**src/verilog/edc_map.vh**
```
`ifndef EDC_MAP_VH
`define EDC_MAP_VH
// register addresses on the plain register port (7-bit word index)
`define EDC_ADDR_MISSED      7'h02
`define EDC_ADDR_CUR_TX_BUF  7'h05
`define EDC_ADDR_OP_MODE     7'h18
`define EDC_ADDR_IRQ_EN      7'h1C
`define EDC_ADDR_RX_WDOG     7'h24
`define EDC_ADDR_AXI_MODE    7'h28
`define EDC_ADDR_AXI_STAT    7'h2C
`define EDC_ADDR_CUR_TX_DESC 7'h48
`define EDC_ADDR_CUR_RX_DESC 7'h4C
`define EDC_ADDR_CUR_RX_BUF  7'h54
// writable bit masks; reserved bits read zero
`define EDC_OP_MODE_MASK     32'h07F1FFDE
`define EDC_IRQ_EN_MASK      32'h0001E7FF
`define EDC_RX_WDOG_MASK     32'h000000FF
`define EDC_AXI_MODE_MASK    32'hC07700FF
`define EDC_RESET_VAL        32'h00000000
// operation mode fields
`define EDC_OM_KEEP_CSUM     26
`define EDC_OM_RX_FULL       25
`define EDC_OM_NO_FLUSH      24
`define EDC_OM_ON_MSB        23
`define EDC_OM_OFF_MSB       22
`define EDC_OM_TX_FULL       21
`define EDC_OM_TX_FLUSH      20
`define EDC_OM_TX_RUN        13
`define EDC_OM_HW_FLOW       8
`define EDC_OM_PASS_ERR      7
`define EDC_OM_PASS_RUNT     6
`define EDC_OM_OVERLAP       2
`define EDC_OM_RX_RUN        1
// interrupt enable fields
`define EDC_IE_NORMAL        16
`define EDC_IE_ABNORMAL      15
// axi bus mode fields
`define EDC_AX_LP_EN         31
`define EDC_AX_WAKE_SPECIAL  30
`define EDC_AX_ANY_BURST_LENGTH         0
// sizes and timing
`define EDC_FIFO_MAX_KB      8
`define EDC_FIFO_MAX_BYTES   14'h2000
`define EDC_KB               1024
`define EDC_WDOG_UNIT        256
`define EDC_RUNT_BYTES       64
`endif
```
**src/verilog/edc_dma_ctrl.v**
```verilog
// What this block does
// - keep bit set: checksum-failed frames are kept, not dropped
// - rx full-frame mode: release frame only once wholly in fifo
// - no-flush bit set: never flush rx frames when buffers unavailable
// - flow thresholds: 3-bit code, max 8KB minus 1..7KB, 111 reserved
// - tx full-frame mode: start sending only when whole frame is in fifo
// - tx flush bit resets tx control and discards tx fifo data
// - tx threshold code selects 64,128,192,256,40,32,24,16 bytes
// - tx run bit: running when set, halted when clear
// - hardware flow control active when enable bit set
// - pass error frames; pass good frames under 64 bytes
// - rx threshold code selects 64,32,96,128 bytes
// - overlap bit allows second tx frame before first status written
// - rx run bit: running when set, halted when clear
// - summary enables gate normal and abnormal interrupt summaries
// - each status source except bits 11 and 12 has its own interrupt enable bit
// - 16-bit buffer-unavailable drop counter with overflow flag
// - 11-bit app missed-frame counter with fifo overflow flag
// - rx irq watchdog in 256-clock units sets rx done flag on timeout
// - low power requests accepted only when port enable set
// - wake restriction: only magic or remote wake packet wakes
// - 3-bit caps on outstanding axi write and read requests
// - burst length allow bits and undefined-length bit
`include "edc_map.vh"
module edc_dma_ctrl #(
   parameter ADDR_W = 7
) (
   input  wire              I_CORE_CLK,
   input  wire              I_RESETN,
   input  wire [ADDR_W-1:0] I_ADDR,
   input  wire [31:0]       I_WDATA,
   input  wire              I_WR,
   input  wire              I_RD,
   output reg  [31:0]       O_RDATA,
   input  wire [14:0]       I_STATUS,
   input  wire              I_RX_PKT,
   input  wire              I_RX_DROP_NOBUF,
   input  wire              I_RX_MISS_APP,
   input  wire              I_RX_CSUM_ERR,
   input  wire              I_RX_FRAME_ERR,
   input  wire              I_RX_RUNT_GOOD,
   input  wire              I_RX_FRAME_DONE,
   input  wire [13:0]       I_RX_FIFO_LEVEL,
   input  wire [13:0]       I_TX_FIFO_LEVEL,
   input  wire              I_TX_FRAME_IN,
   input  wire              I_TX_STATUS_DONE,
   input  wire              I_RX_BUF_AVAIL,
   input  wire              I_LP_REQ,
   input  wire              I_WAKE_ANY,
   input  wire              I_WAKE_SPECIAL,
   input  wire              I_AXI_WR_BUSY,
   input  wire              I_AXI_RD_BUSY,
   input  wire [31:0]       I_CUR_TX_DESC,
   input  wire [31:0]       I_CUR_RX_DESC,
   input  wire [31:0]       I_CUR_TX_BUF,
   input  wire [31:0]       I_CUR_RX_BUF,
   output reg               O_TX_RUN,
   output reg               O_RX_RUN,
   output reg               O_TX_FLUSH,
   output reg               O_TX_START,
   output reg               O_TX_SECOND_OK,
   output reg               O_RX_RELEASE,
   output reg               O_RX_DROP,
   output reg               O_RX_FLUSH,
   output reg               O_FLOW_PAUSE,
   output reg               O_IRQ,
   output reg               O_RX_DONE_SET,
   output reg               O_LP_ACK,
   output reg               O_LP_STATE,
   output reg  [2:0]        O_WR_OSR_LIMIT,
   output reg  [2:0]        O_RD_OSR_LIMIT,
   output reg  [7:0]        O_BURST_ALLOW,
   output reg               O_BURST_ANY
);
   reg [31:0] op_q;
   reg [31:0] ie_q;
   reg [31:0] wd_q;
   reg [31:0] ax_q;
   reg [15:0] nobuf_cnt_q;
   reg        nobuf_ovf_q;
   reg [10:0] miss_cnt_q;
   reg        miss_ovf_q;
   reg [7:0]  unit_q;
   reg [7:0]  wd_cnt_q;
   reg        wd_run_q;
   reg        rx_done_q;
   reg        tx_sent_q;
   reg        tx_wait_status_q;
   reg        flow_on_q;
   reg        pend_rx_q;
   reg [31:0] rdata_d;

   // fifo depth 8KB in bytes; code 111 is reserved and taken as "never"
   function [13:0] flow_level;
      input [2:0] code;
      begin
         if (code == 3'h7)
            flow_level = 14'h3FFF;
         else
            flow_level = ({11'h000, code} + 14'h0001) * 14'h0400;
      end
   endfunction

   function [8:0] tx_bytes;
      input [2:0] code;
      begin
         case (code)
            3'h0: tx_bytes = 9'h040;
            3'h1: tx_bytes = 9'h080;
            3'h2: tx_bytes = 9'h0C0;
            3'h3: tx_bytes = 9'h100;
            3'h4: tx_bytes = 9'h028;
            3'h5: tx_bytes = 9'h020;
            3'h6: tx_bytes = 9'h018;
            default: tx_bytes = 9'h010;
         endcase
      end
   endfunction

   function [7:0] rx_bytes;
      input [1:0] code;
      begin
         case (code)
            2'h0: rx_bytes = 8'h40;
            2'h1: rx_bytes = 8'h20;
            2'h2: rx_bytes = 8'h60;
            default: rx_bytes = 8'h80;
         endcase
      end
   endfunction

   wire [2:0]  on_code  = {op_q[`EDC_OM_ON_MSB], op_q[10:9]};
   wire [2:0]  off_code = {op_q[`EDC_OM_OFF_MSB], op_q[12:11]};
   wire [13:0] fifo_max = `EDC_FIFO_MAX_BYTES;
   wire [13:0] on_lvl   = fifo_max - flow_level(on_code);
   wire [13:0] off_lvl  = fifo_max - flow_level(off_code);
   wire [8:0]  tx_threshold      = tx_bytes(op_q[16:14]);
   wire [7:0]  rtc      = rx_bytes(op_q[4:3]);
   wire        wr_op    = I_WR && (I_ADDR == `EDC_ADDR_OP_MODE);
   wire        flush_now = wr_op && I_WDATA[`EDC_OM_TX_FLUSH];
   // normal sources: rx done, tx buf unavail, tx done, early rx
   wire [14:0] ev       = I_STATUS & ie_q[14:0];
   wire        norm     = ev[6] | ev[2] | ev[0] | ev[14];
   wire        abn      = |(ev & 15'h3FBA);

   // register writes; reserved bits masked off
   always @(posedge I_CORE_CLK) begin
      if (!I_RESETN) begin
         op_q <= `EDC_RESET_VAL;
         ie_q <= `EDC_RESET_VAL;
         wd_q <= `EDC_RESET_VAL;
         ax_q <= `EDC_RESET_VAL;
      end else begin
         if (wr_op)
            op_q <= I_WDATA & `EDC_OP_MODE_MASK;
         else if (op_q[`EDC_OM_TX_FLUSH])
            op_q[`EDC_OM_TX_FLUSH] <= 1'b0; // self clearing
         if (I_WR && I_ADDR == `EDC_ADDR_IRQ_EN)
            ie_q <= I_WDATA & `EDC_IRQ_EN_MASK;
         if (I_WR && I_ADDR == `EDC_ADDR_RX_WDOG)
            wd_q <= I_WDATA & `EDC_RX_WDOG_MASK;
         if (I_WR && I_ADDR == `EDC_ADDR_AXI_MODE)
            ax_q <= I_WDATA & `EDC_AXI_MODE_MASK;
      end
   end

   // missed frame counters, clear on read
   always @(posedge I_CORE_CLK) begin
      if (!I_RESETN) begin
         nobuf_cnt_q <= 16'h0000;
         nobuf_ovf_q <= 1'b0;
         miss_cnt_q  <= 11'h000;
         miss_ovf_q  <= 1'b0;
      end else begin
         if (I_RD && I_ADDR == `EDC_ADDR_MISSED) begin
            nobuf_cnt_q <= {15'h0000, I_RX_DROP_NOBUF};
            nobuf_ovf_q <= 1'b0;
            miss_cnt_q  <= {10'h000, I_RX_MISS_APP};
            miss_ovf_q  <= 1'b0;
         end else begin
            if (I_RX_DROP_NOBUF) begin
               nobuf_cnt_q <= nobuf_cnt_q + 16'h0001;
               if (nobuf_cnt_q == 16'hFFFF)
                  nobuf_ovf_q <= 1'b1;
            end
            if (I_RX_MISS_APP) begin
               miss_cnt_q <= miss_cnt_q + 11'h001;
               if (miss_cnt_q == 11'h7FF)
                  miss_ovf_q <= 1'b1;
            end
         end
      end
   end

   // rx interrupt watchdog: 256-cycle prescaler plus unit counter
   always @(posedge I_CORE_CLK) begin
      if (!I_RESETN) begin
         unit_q    <= 8'h00;
         wd_cnt_q  <= 8'h00;
         wd_run_q  <= 1'b0;
         rx_done_q <= 1'b0;
      end else begin
         rx_done_q <= I_STATUS[6];
         if (I_STATUS[6] || rx_done_q) begin
            wd_run_q <= 1'b0;
            wd_cnt_q <= 8'h00;
            unit_q   <= 8'h00;
         end else if (I_RX_PKT && !wd_run_q && wd_q[7:0] != 8'h00) begin
            wd_run_q <= 1'b1;
            wd_cnt_q <= 8'h00;
            unit_q   <= 8'h00;
         end else if (wd_run_q) begin
            unit_q <= unit_q + 8'h01;
            if (unit_q == 8'hFF)
               wd_cnt_q <= wd_cnt_q + 8'h01;
         end
      end
   end

   // tx path control
   always @(posedge I_CORE_CLK) begin
      if (!I_RESETN || flush_now) begin
         tx_sent_q        <= 1'b0;
         tx_wait_status_q <= 1'b0;
      end else begin
         if (O_TX_START)
            tx_wait_status_q <= 1'b1;
         else if (I_TX_STATUS_DONE)
            tx_wait_status_q <= 1'b0;
         tx_sent_q <= O_TX_START;
      end
   end

   always @(posedge I_CORE_CLK) begin
      if (!I_RESETN) begin
         flow_on_q <= 1'b0;
         pend_rx_q <= 1'b0;
      end else begin
         if (!op_q[`EDC_OM_HW_FLOW])
            flow_on_q <= 1'b0;
         else if (I_RX_FIFO_LEVEL >= on_lvl)
            flow_on_q <= 1'b1;
         else if (I_RX_FIFO_LEVEL < off_lvl)
            flow_on_q <= 1'b0;
         pend_rx_q <= I_RX_FRAME_DONE;
      end
   end

   always @* begin
      rdata_d = 32'h00000000;
      case (I_ADDR)
         `EDC_ADDR_MISSED: rdata_d = {3'h0, miss_ovf_q, miss_cnt_q,
                                      nobuf_ovf_q, nobuf_cnt_q};
         `EDC_ADDR_CUR_TX_BUF:  rdata_d = I_CUR_TX_BUF;
         `EDC_ADDR_OP_MODE:     rdata_d = op_q;
         `EDC_ADDR_IRQ_EN:      rdata_d = ie_q;
         `EDC_ADDR_RX_WDOG:     rdata_d = wd_q;
         `EDC_ADDR_AXI_MODE:    rdata_d = ax_q;
         `EDC_ADDR_AXI_STAT:    rdata_d = {30'h0, I_AXI_RD_BUSY,
                                           I_AXI_WR_BUSY};
         `EDC_ADDR_CUR_TX_DESC: rdata_d = I_CUR_TX_DESC;
         `EDC_ADDR_CUR_RX_DESC: rdata_d = I_CUR_RX_DESC;
         `EDC_ADDR_CUR_RX_BUF:  rdata_d = I_CUR_RX_BUF;
         default:               rdata_d = 32'h00000000;
      endcase
   end

   always @(posedge I_CORE_CLK) begin
      if (!I_RESETN) begin
         O_RDATA        <= 32'h00000000;
         O_TX_RUN       <= 1'b0;
         O_RX_RUN       <= 1'b0;
         O_TX_FLUSH     <= 1'b0;
         O_TX_START     <= 1'b0;
         O_TX_SECOND_OK <= 1'b0;
         O_RX_RELEASE   <= 1'b0;
         O_RX_DROP      <= 1'b0;
         O_RX_FLUSH     <= 1'b0;
         O_FLOW_PAUSE   <= 1'b0;
         O_IRQ          <= 1'b0;
         O_RX_DONE_SET  <= 1'b0;
         O_LP_ACK       <= 1'b0;
         O_LP_STATE     <= 1'b0;
         O_WR_OSR_LIMIT <= 3'h0;
         O_RD_OSR_LIMIT <= 3'h0;
         O_BURST_ALLOW  <= 8'h00;
         O_BURST_ANY    <= 1'b0;
      end else begin
         O_RDATA    <= I_RD ? rdata_d : 32'h00000000;
         O_TX_RUN   <= op_q[`EDC_OM_TX_RUN];
         O_RX_RUN   <= op_q[`EDC_OM_RX_RUN];
         O_TX_FLUSH <= flush_now | op_q[`EDC_OM_TX_FLUSH];
         // start when full frame in (store-forward) or threshold met
         O_TX_START <= O_TX_RUN && !tx_sent_q && !flush_now &&
            (op_q[`EDC_OM_OVERLAP] || !tx_wait_status_q) &&
            (op_q[`EDC_OM_TX_FULL] ? I_TX_FRAME_IN :
             (I_TX_FRAME_IN || I_TX_FIFO_LEVEL >= {5'h00, tx_threshold}));
         O_TX_SECOND_OK <= op_q[`EDC_OM_OVERLAP] || !tx_wait_status_q;
         O_RX_RELEASE <= O_RX_RUN &&
            (op_q[`EDC_OM_RX_FULL] ? pend_rx_q :
             (pend_rx_q || I_RX_FIFO_LEVEL >= {6'h00, rtc}));
         O_RX_DROP <= (I_RX_CSUM_ERR && !op_q[`EDC_OM_KEEP_CSUM]) ||
            (I_RX_FRAME_ERR && !op_q[`EDC_OM_PASS_ERR]) ||
            (I_RX_RUNT_GOOD && !op_q[`EDC_OM_PASS_RUNT]);
         O_RX_FLUSH <= !I_RX_BUF_AVAIL && !op_q[`EDC_OM_NO_FLUSH];
         O_FLOW_PAUSE <= flow_on_q;
         O_IRQ <= (norm && ie_q[`EDC_IE_NORMAL]) ||
                  (abn && ie_q[`EDC_IE_ABNORMAL]);
         O_RX_DONE_SET <= wd_run_q && !rx_done_q && !I_STATUS[6] &&
            wd_q[7:0] != 8'h00 && unit_q == 8'hFF &&
            wd_cnt_q + 8'h01 >= wd_q[7:0];
         O_LP_ACK <= I_LP_REQ && ax_q[`EDC_AX_LP_EN];
         if (I_LP_REQ && ax_q[`EDC_AX_LP_EN])
            O_LP_STATE <= 1'b1;
         else if (ax_q[`EDC_AX_WAKE_SPECIAL] ? I_WAKE_SPECIAL :
                  (I_WAKE_ANY || I_WAKE_SPECIAL))
            O_LP_STATE <= 1'b0;
         O_WR_OSR_LIMIT <= ax_q[22:20];
         O_RD_OSR_LIMIT <= ax_q[18:16];
         O_BURST_ALLOW  <= {ax_q[7:1], 1'b1};
         O_BURST_ANY    <= ax_q[`EDC_AX_ANY_BURST_LENGTH];
      end
   end
endmodule

```
**config.mk**
```make
export PLATFORM = sky130hd
export DESIGN_NAME = edc_dma_ctrl
export DESIGN_NICKNAME = d
export VERILOG_FILES = /design/src/verilog/edc_dma_ctrl.v
export VERILOG_INCLUDE_DIRS = /design/src /design/src/verilog
export SDC_FILE = /design/constraint.sdc
export NUM_CORES = 1
export LEC_CHECK = 0
export ABC_AREA = 0
export BUFFER_PORTS_ARGS = -buffer_cell sky130_fd_sc_hd__buf_2
export CAP_MARGIN = 20
export CELL_PAD_IN_SITES_DETAIL_PLACEMENT = 1
export CELL_PAD_IN_SITES_GLOBAL_PLACEMENT = 1
export CORE_ASPECT_RATIO = 0.9
export CORE_MARGIN = 2
export CORE_UTILIZATION = 33
export DETAILED_ROUTE_END_ITERATION = 8
export GPL_ROUTABILITY_DRIVEN = 0
export PLACE_DENSITY = 0.76
export SLEW_MARGIN = 40
export SYNTH_ARGS = -nofsm -noshare
export SYNTH_HDL_FRONTEND = slang
export SYNTH_SLANG_ARGS = --single-unit
export TNS_END_PERCENT = 20
```
**constraint.sdc**
```tcl
create_clock -name I_CORE_CLK -period 1.76 [get_ports I_CORE_CLK]
set_input_delay 0 -clock I_CORE_CLK [delete_from_list [all_inputs] [get_ports I_CORE_CLK]]
set_output_delay 0 -clock I_CORE_CLK [all_outputs]
set_load 0.01 [all_outputs]
```
==> results of run 1 <==
==> registers in the layout, summed over array words and instances (netlist names), 3 cells and up <==
signal,cells
O_WR_OSR_LIMIT,3
O_BURST_ALLOW,8
wd_cnt_q,8
O_RD_OSR_LIMIT,3
ax_q,16
op_q,22
miss_cnt_q,11
wd_q,8
nobuf_cnt_q,16
ie_q,15
O_RDATA,32
unit_q,8
==> layout by cell type, fill, tap and decap left out, types with 27 or more instances in the layout <==
cell           count
nand2_1          136
xor2_1            33
a21boi_0          47
dlygate4sd3_1    123
ha_1              28
nor2b_1           27
dfxtp_1          160
buf_4             91
mux2i_1           28
buf_2            282
a22oi_1           42
nor2_1            57
==> power groups by stage <==
stage / Sequential [W] / Clock, W / Combinational (W)
floorplan: 0.00402 / 0 / 0.000218
global placement: 0.00402 / 0 / 0.000657
detailed placement: 0.00402 / 0 / 0.000672
CTS: 0.00393 / 0.00402 / 0.000877
global route: 0.00393 / 0.00416 / 0.000983
finish: 0.00393 / 0.00397 / 0.000927
==> metal layers <==
| layer | GRT usage [%] | vias to the layer above |
|---|---|---|
| met2 | 48.17 | 435 |
| li1 | - | 4353 |
| met3 | 6.411 | 124 |
| met1 | 35.36 | 4571 |
| met4 | 13.81 | 6 |
| met5 | 0 | - |
==> cell type report <==
type / count / area (um2)
Antenna cell: 6 / 15.01
Clock buffer: 19 / 442.9
Clock inverter: 13 / 155.1
Fill cell: 2986 / 11980
Inverter: 25 / 93.84
Multi-Input combinational cell: 688 / 4856
Sequential cell: 172 / 3466
Tap cell: 342 / 427.9
Timing Repair Buffer: 515 / 3613
==> synthesized netlist by cell type (3+ instances only) <==
master and instances:
dfxtp_1 172, nand2_1 136, nor2_1 61, a21boi_0 47, a22oi_1 42, clkbuf_1 35
ha_1 35, xor2_1 33, mux2i_1 28, a21oi_1 27, nand3_1 27, nor2b_1 27
inv_1 25, a222oi_1 23, and2_1 23, a31oi_1 19, nand4_1 17, buf_2 14
xnor2_1 14, and3_1 12, a221oi_1 10, o21ai_0 10, nand2b_1 9, mux2_2 7
nor4_1 7, a22o_1 6, and4_1 6, nor3b_1 5, nor3_1 4, o22ai_1 4
o2bb2ai_1 4, a21boi_1 3, buf_4 3, o211ai_1 3, or3_1 3, or4_1 3
==> worst register-to-register path: cells and delay by family (launching register included) <==
family                   cells  cell delay (ns)
AO/OA/AOI/OAI                2             0.27
adder cells (fa/ha/maj)      1             0.19
flip-flops                   1             0.34
XOR/XNOR                     1             0.16
AND/OR/NAND/NOR              5             0.78
==> what timing repair did <==
| action | 4_1_cts | 5_1_grt |
|---|---|---|
| resized for setup | 21 | 47 |
| cloned | 0 | 1 |
| buffers inserted | 7 | 9 |
| endpoints found under the setup margin | 3 | 17 |
| pin swaps | 13 | 15 |
| endpoints found under the hold margin | 109 | 0 |
| hold buffers | 126 | 0 |
==> path summary, 6_finish.rpt <==
kind / start / end / cells past startpoint
max: wd_cnt_q[3] / O_RX_DONE_SET / 9
min: I_CUR_RX_DESC[10] / O_RDATA[10] / 4
max reg2reg: wd_cnt_q[3] / O_RX_DONE_SET / 9
min reg2reg: flow_on_q / O_FLOW_PAUSE / 1
==> logic make-up (layout without fill, tap and decap cells) <==
kind of cell    Yosys count  count (layout)  share of synthesized area, %
mux                      35              35                         4.290
fa+ha+maj                35              35                         5.232
buf+inv                  78             572                         3.857
simple gates            354             354                         21.27
xor+xnor                 47              47                         4.918
flops                   172             172                         41.14
compound gates          217             217                         19.30
other cells               0               6                             0
==> through the flow <==
step                hold slack [ns]  std cells  worst slack, ns  total power [W]
floorplan                   0.02772        938         0.006856         0.004234
global placement             0.1634       1599         -0.04733         0.004677
detailed placement           0.1702       1599          -0.1112         0.004692
CTS                        0.001685       1764         -0.05636         0.008821
global route               0.007574       1780          -0.1404         0.009066
finish                     0.007094       1780          -0.1065         0.008821
==> results.toml, run 1 <==
[power]
ir_drop_uv = 504.4
cellLeakagePower_nw = 5.490
p_seq_share_pct = 44.5
p_comb_share_pct = 10.5
cellPowerDensity_mw_per_mm2 = 674.9
clkPwrFrac_pct = 45.0
swShare_pct = 25.30
power.internal_w = 0.006589
power_switching_w = 0.002232

[routing]
drt-initial-drc-count = 724
dr_wl_met2_um = 18710
first_pass_iters = 6
top_layer_used = "met5"
wl_met1_um = 16060
wl_met3_um = 2715
ant_nets = 0
routed_wl_um = 39520
wl_per_cell_um = 22.20
drc = 0
num_vias = 9489
drt-vias-per-instance = 5.331

[cells_and_area]
syn_to_final_growth_pct = 56.14
num-nets-final = 1683
drive_above_1_share_pct = 34.08
finish.instance_area_mm2 = 0.01307
final_core_util_pct = 52.18

[floorplanning]
start_util_pct = 33.42
fp.coreArea_mm2 = 0.02505
fp.dieH_um = 155.1
dieArea_mm2 = 0.02666
dieWidth_um = 171.9
io_pins = 289
rows = 55

[clock_network]
clk_path_buf_depth = 2
cts_tree = "yes"
cts_root_buffer = "clkbuf_16"
clk_pin_slew_ns = 0.08
cts_made_buffers = 17
clock-sinks = 172
h-tree-depth = 4
worstSkewPairLatency_ns = 0.44

[sta]
finalSetupViolations = 3
skew_ns = 0.01103
slew_viol_final = 0
hold_violations = 0
period_minus_slack_ns = 1.867
fin_crit_sh_pct = 106.1
finalWorstSetupSlack_ns = -0.1065
tightest_slew_ns = 0.7281
clock.fmax_mhz = 535.8
setup_tns_ns = -0.2273
rsz0062_at_grt = "yes"
slew_headroom_pct = 51.45

[yosys]
synth_top_area_share_pct = 41.14
ys_seq_area_share_pct = 41.14
synth-async-reset-ratio_pct = 0
synth_nets = 1202
syn-cell-area_mm2 = 0.008371
ys_types = 64
ys_ff_latch = 172
dominantRegCellSynth = "dfxtp_1"
yosysWarnings = 0
synth_area_leader_cell = "dfxtp_1"
synth_cells = 938
postSynthAreaPerCell_um2 = 8.924
synth.area.top_cells = "dfxtp_1, nand2_1, ha_1"
synth-edff-count = 0

[run_status]
violations = "setup timing"
status = "complete, but fails checks"

[worst_setup_path]
cp_max_fo = 2
arrival_ns = 2.20
cp_num_buf_inv = 0
crit_slowest_cell = "dfxtp_1"
max_stage_delay_ns = 0.34
path_class = "reg2reg"
required_ns = 2.09
end_kind = "register"
path_cells = "nand2_1 -> nor2_4 -> nand3_1 -> xnor2_1 -> ha_2 -> or3_4 -> o21ai_2 -> nor4_2 -> o31a_1"
path_delay_family = "simple AND/OR/NAND/NOR gates"
cp-start-kind = "register"
r2r_setup_slack_ns = -0.11

[hold_path]
hold_path_class = "in2reg"

[global_route]
grt_usage_pct = 28.92
grt_max_degree = 73
grt_pass1_vias = 10087
antenna_found_initial = 9
grt_overflow = 0
grt_pass1_wl_um = 58000

[job]
maxCapViolCount = 0

[placement]
io_buffers = 282
dpl_cell_area_mm2 = 0.01078
dpl.hpwl_um = 27080
No activity file was read; power rests on OpenSTA's default activity.
==> run 2, diff against run 1 <==
Settings changed: SKIP_CTS_REPAIR_TIMING from default to 1.
==> run 2 against run 1 <==
The run ends with hold timing, setup timing left. Worst hold slack worse by 0.047 ns. Via count down 2.0%. Critical endpoint unchanged. Count of clock-buffer cells in the layout unchanged.
==> results.toml, run 2 (synthesis results as in run 1) <==
[run_status]
status = "complete, but fails checks"
violations = "hold timing, setup timing"

[floorplanning]
io_pins = 289
fp.dieH_um = 155.1
dieArea_mm2 = 0.02666
fp.coreArea_mm2 = 0.02505
rows = 55
start_util_pct = 33.42
dieWidth_um = 171.9

[clock_network]
clk_path_buf_depth = 2
worstSkewPairLatency_ns = 0.44
cts_tree = "yes"
clock-sinks = 172
clk_pin_slew_ns = 0.07
h-tree-depth = 4
cts_root_buffer = "clkbuf_16"
cts_made_buffers = 17

[worst_setup_path]
r2r-start = "wd_cnt_q[0]"
r2r_setup_slack_ns = -0.14
end_kind = "register"
required_ns = 2.14
cp_max_fo = 3
setup.worst_path.start = "wd_cnt_q[0]"
path_class = "reg2reg"
cp-start-kind = "register"
arrival_ns = 2.28

[job]
maxCapViolCount = 0

[placement]
dpl.hpwl_um = 27080
dpl_cell_area_mm2 = 0.01078
dp_cells = 1599
preCtsSetupSlack_ns = -0.1112
io_buffers = 282

[cells_and_area]
num-nets-final = 1650
regMostFlops = "O_RDATA"
final_cell_mix = "buf_2, dfxtp_1, nand2_1"
final_cells = 1749
drive_above_1_share_pct = 32.52
finish.instance_area_mm2 = 0.01267
final_common_cell = "buf_2"
reg.largest.list = "O_RDATA (32), op_q (22)"
final_core_util_pct = 50.58
syn_to_final_growth_pct = 51.36
largest_register_ffs = 32

[routing]
drc = 0
first_pass_iters = 6
routed_wl_um = 38330
ant_nets = 0
drt-vias-per-instance = 5.315
wl_per_cell_um = 21.92
num_vias = 9296
drt-initial-drc-count = 687

[sta]
skew_ns = 0.01312
period_minus_slack_ns = 1.900
fin_crit_sh_pct = 108.0
finalSetupViolations = 3
finalWorstSetupSlack_ns = -0.1399
tightest_slew_ns = 0.7028
slew_viol_final = 0
whs_ns = -0.03980
slew_headroom_pct = 53.14
hold_violations = 10
clock.fmax_mhz = 526.3
rsz0062_at_grt = "yes"

[global_route]
grt_usage_pct = 25.32
antenna_found_initial = 11
use_met3_pct = 6.156
grt_overflow = 0
grt_max_degree = 73
use_met1_pct = 33.16
top_usage_layer = "met2"
grt_pass1_vias = 8809
grt_pass1_wl_um = 50780
met2_usage_pct = 40.83

[power]
cellPowerDensity_mw_per_mm2 = 692.3
ir_drop_uv = 546.4
cellLeakagePower_nw = 5.317

[hold_path]
min_from = "I_CUR_RX_BUF[5]"
hold_path_class = "in2reg"
[run 2: cell types whose count changed in the layout (fill, tap and decap cells not counted), sizes merged]
cell          previous run  this run
buf                    388       372
diode                    6         8
dlymetal6s4s             3         0
clkbuf                  20        19
dlygate4sd3            123       110
[run 2: area by class of cell]
class / count / area, um2
fill: 2999 / 12380
multi-input combinational: 688 / 4772
sequential: 172 / 3470
timing repair buffer: 482 / 3288
clock buffer: 19 / 442.9
tap: 342 / 427.9
clock inverter: 13 / 155.1
inverter: 25 / 93.84
antenna: 8 / 20.02
[run 2: critical path, stage by stage (launching register included)]
cell and delay, ns:
dfxtp_4 0.38, ha_4 0.15, nand3_4 0.07, nor2_4 0.13
xor2_1 0.08, ha_2 0.31, o21a_1 0.14, o21ai_2 0.08
nor4_2 0.32, o31a_1 0.18
[run 2: report_power, final]
part           total (W)  switching, W  internal, W
clock            0.00395       0.00177      0.00218
combinational   0.000900      0.000409     0.000491
sequential       0.00392     0.0000199      0.00390
[run 2: worst paths after layout]
kind	endpoint	cells past startpoint
worst max-delay path	O_RX_DONE_SET	9
worst min-delay path	O_RDATA[5]	3
worst max register to register	O_RX_DONE_SET	9
worst min register to register	O_FLOW_PAUSE	1
[run 2: layer usage]
layer / share of wire (%) / vias to the layer above
met5: 0.078 / -
met4: 3.6 / 6
met3: 6.6 / 91
met2: 48 / 402
met1: 42 / 4506
li1: - / 4291
[run 2: stage by stage]
| stage | power [W] | TNS (ns) |
|---|---|---|
| detailed placement | 0.004692 | -0.3628 |
| CTS | 0.008623 | -0.3521 |
| global route | 0.009010 | -0.4558 |
| floorplan | 0.004234 | 0 |
| global placement | 0.004677 | -0.05408 |
| finish | 0.008771 | -0.2157 |
==> run 3, diff against run 2 <==
Settings changed: CORE_ASPECT_RATIO 0.9 to default, GPL_TIMING_DRIVEN from default to 0.
==> run 3 against run 2 <==
The flow still finishes with violations (hold timing, setup timing). Count of clock-buffer cells in the layout is 1 lower. Design area shrank 4.4%. Worst setup slack got worse by 0.10 ns. Clock skew fell by 0.0015 ns. Critical path type unchanged. Largest power group unchanged.
==> results.toml, run 3 (synthesis results as in run 1) <==
[floorplanning]
dieArea_mm2 = 0.02666
start_util_pct = 33.43
rows = 58
io_pins = 289
fp.dieH_um = 163.3
dieWidth_um = 163.3
fp.coreArea_mm2 = 0.02504

[placement]
io_buffers = 281
dp_cells = 1549
dpl.hpwl_um = 27780

[worst_setup_path]
arrival_ns = 2.31
cp-start-kind = "register"
cp_max_fo = 7
end_kind = "register"
setup.worst_path.start = "op_q[22]"
path_class = "reg2reg"
path_cells = "clkbuf_1 -> xnor2_1 -> nor2_1 -> a21oi_2 -> ha_1 -> nand3_1 -> a21oi_1 -> nor4_2 -> o22ai_1"
cp_num_buf_inv = 1
crit_slowest_cell = "clkbuf_1"
path_delay_family = "simple AND/OR/NAND/NOR gates"
r2r-start = "op_q[22]"
required_ns = 2.07
max_stage_delay_ns = 0.33

[hold_path]
hold_path_class = "in2reg"
min_from = "I_CUR_TX_DESC[30]"

[power]
total_power_w = 0.008875
cellPowerDensity_mw_per_mm2 = 732.5
ir_drop_uv = 523.5
cellLeakagePower_nw = 5.005

[global_route]
antenna_found_initial = 6
grt_pass1_wl_um = 52270
grt_usage_pct = 26.45
grt_pass1_vias = 8868
grt_overflow = 0
grt_max_degree = 17

[clock_network]
cts_made_buffers = 17
clock-sinks = 172
clk_pin_slew_ns = 0.08
clk_path_buf_depth = 2
cts_tree = "yes"
cts_root_buffer = "clkbuf_16"
h-tree-depth = 4
worstSkewPairLatency_ns = 0.43

[cells_and_area]
final_common_cell = "buf_2"
drive_above_1_share_pct = 29.21
final_core_util_pct = 48.39
reg.largest.list = "O_RDATA (32), op_q (22)"
largest_register_ffs = 32
final_cells = 1692
final_cell_mix = "buf_2, dfxtp_1, nand2_1"
syn_to_final_growth_pct = 44.74
num-nets-final = 1610
regMostFlops = "O_RDATA"

[sta]
finalSetupViolations = 7
whs_ns = -0.02530
slew_headroom_pct = 42.52
finalWorstSetupSlack_ns = -0.2416
slew_viol_final = 0
rsz0062_at_grt = "yes"
period_minus_slack_ns = 2.002
hold_violations = 11
fin_crit_sh_pct = 113.7
skew_ns = 0.01159
clock.fmax_mhz = 499.6
tightest_slew_ns = 0.8622

[job]
maxCapViolCount = 0

[routing]
wl_per_cell_um = 22.71
drt-initial-drc-count = 755
first_pass_iters = 6
num_vias = 9226
drt-vias-per-instance = 5.453
routed_wl_um = 38430
drc = 0
ant_nets = 0

[run_status]
status = "complete, but fails checks"
violations = "hold timing, setup timing"
run 3: worst min-delay path, stage by stage:
cell and delay, ns:
buf_2 0.07, mux2_2 0.13, nand2_1 0.05, a21oi_1 0.12
run 3: per-layer routing:
| layer | share of wire, % | GRT usage [%] | vias to the layer above |
|---|---|---|---|
| met1 | 41 | 32.74 | 4480 |
| met4 | 3.5 | 10.34 | 6 |
| met3 | 7.1 | 5.790 | 91 |
| met5 | 0.11 | 0 | - |
| met2 | 49 | 44.73 | 432 |
| li1 | - | - | 4217 |
run 3: final timing paths:
path / depth (start not counted) / slack [ns] / endpoint
worst max-delay path: 9 / -0.24 / flow_on_q
worst min register to register: 2 / 0.50 / op_q[2]
worst max register to register: 9 / -0.24 / flow_on_q
worst min-delay path: 4 / -0.03 / O_RDATA[30]
run 3: per-stage QoR:
step	setup WS (ns)	TNS (ns)	hold WS (ns)	area [um2]
6_report	-0.2416	-0.5859	-0.02530	12120
5_1_grt	-0.3857	-2.075	0.001922	12110
4_1_cts	-0.3444	-2.759	-0.2949	10830
3_5_place_dp	-0.5740	-31.54	0.1674	10210
3_3_place_gp	-1.075	-31.83	0.1651	10210
2_1_floorplan	0.006856	0	0.02772	8391
run 3: area by class of cell:
cell class | instances | area (um2)
timing repair buffer | 391 | 2482
tap | 330 | 412.9
buffer | 51 | 239.0
fill | 2995 | 12920
clock inverter | 14 | 181.4
sequential | 172 | 3478
inverter | 25 | 93.84
multi-input combinational | 688 | 4781
antenna | 3 | 7.507
clock buffer | 18 | 439.2
run 3: where the power goes:
group / internal [W] / switching (W) / leakage [nW]
sequential: 0.00390 / 0.0000215 / 1.40
clock: 0.00231 / 0.00178 / 0.301
combinational: 0.000450 / 0.000418 / 3.31
total: 0.00666 / 0.00222 / 5.01
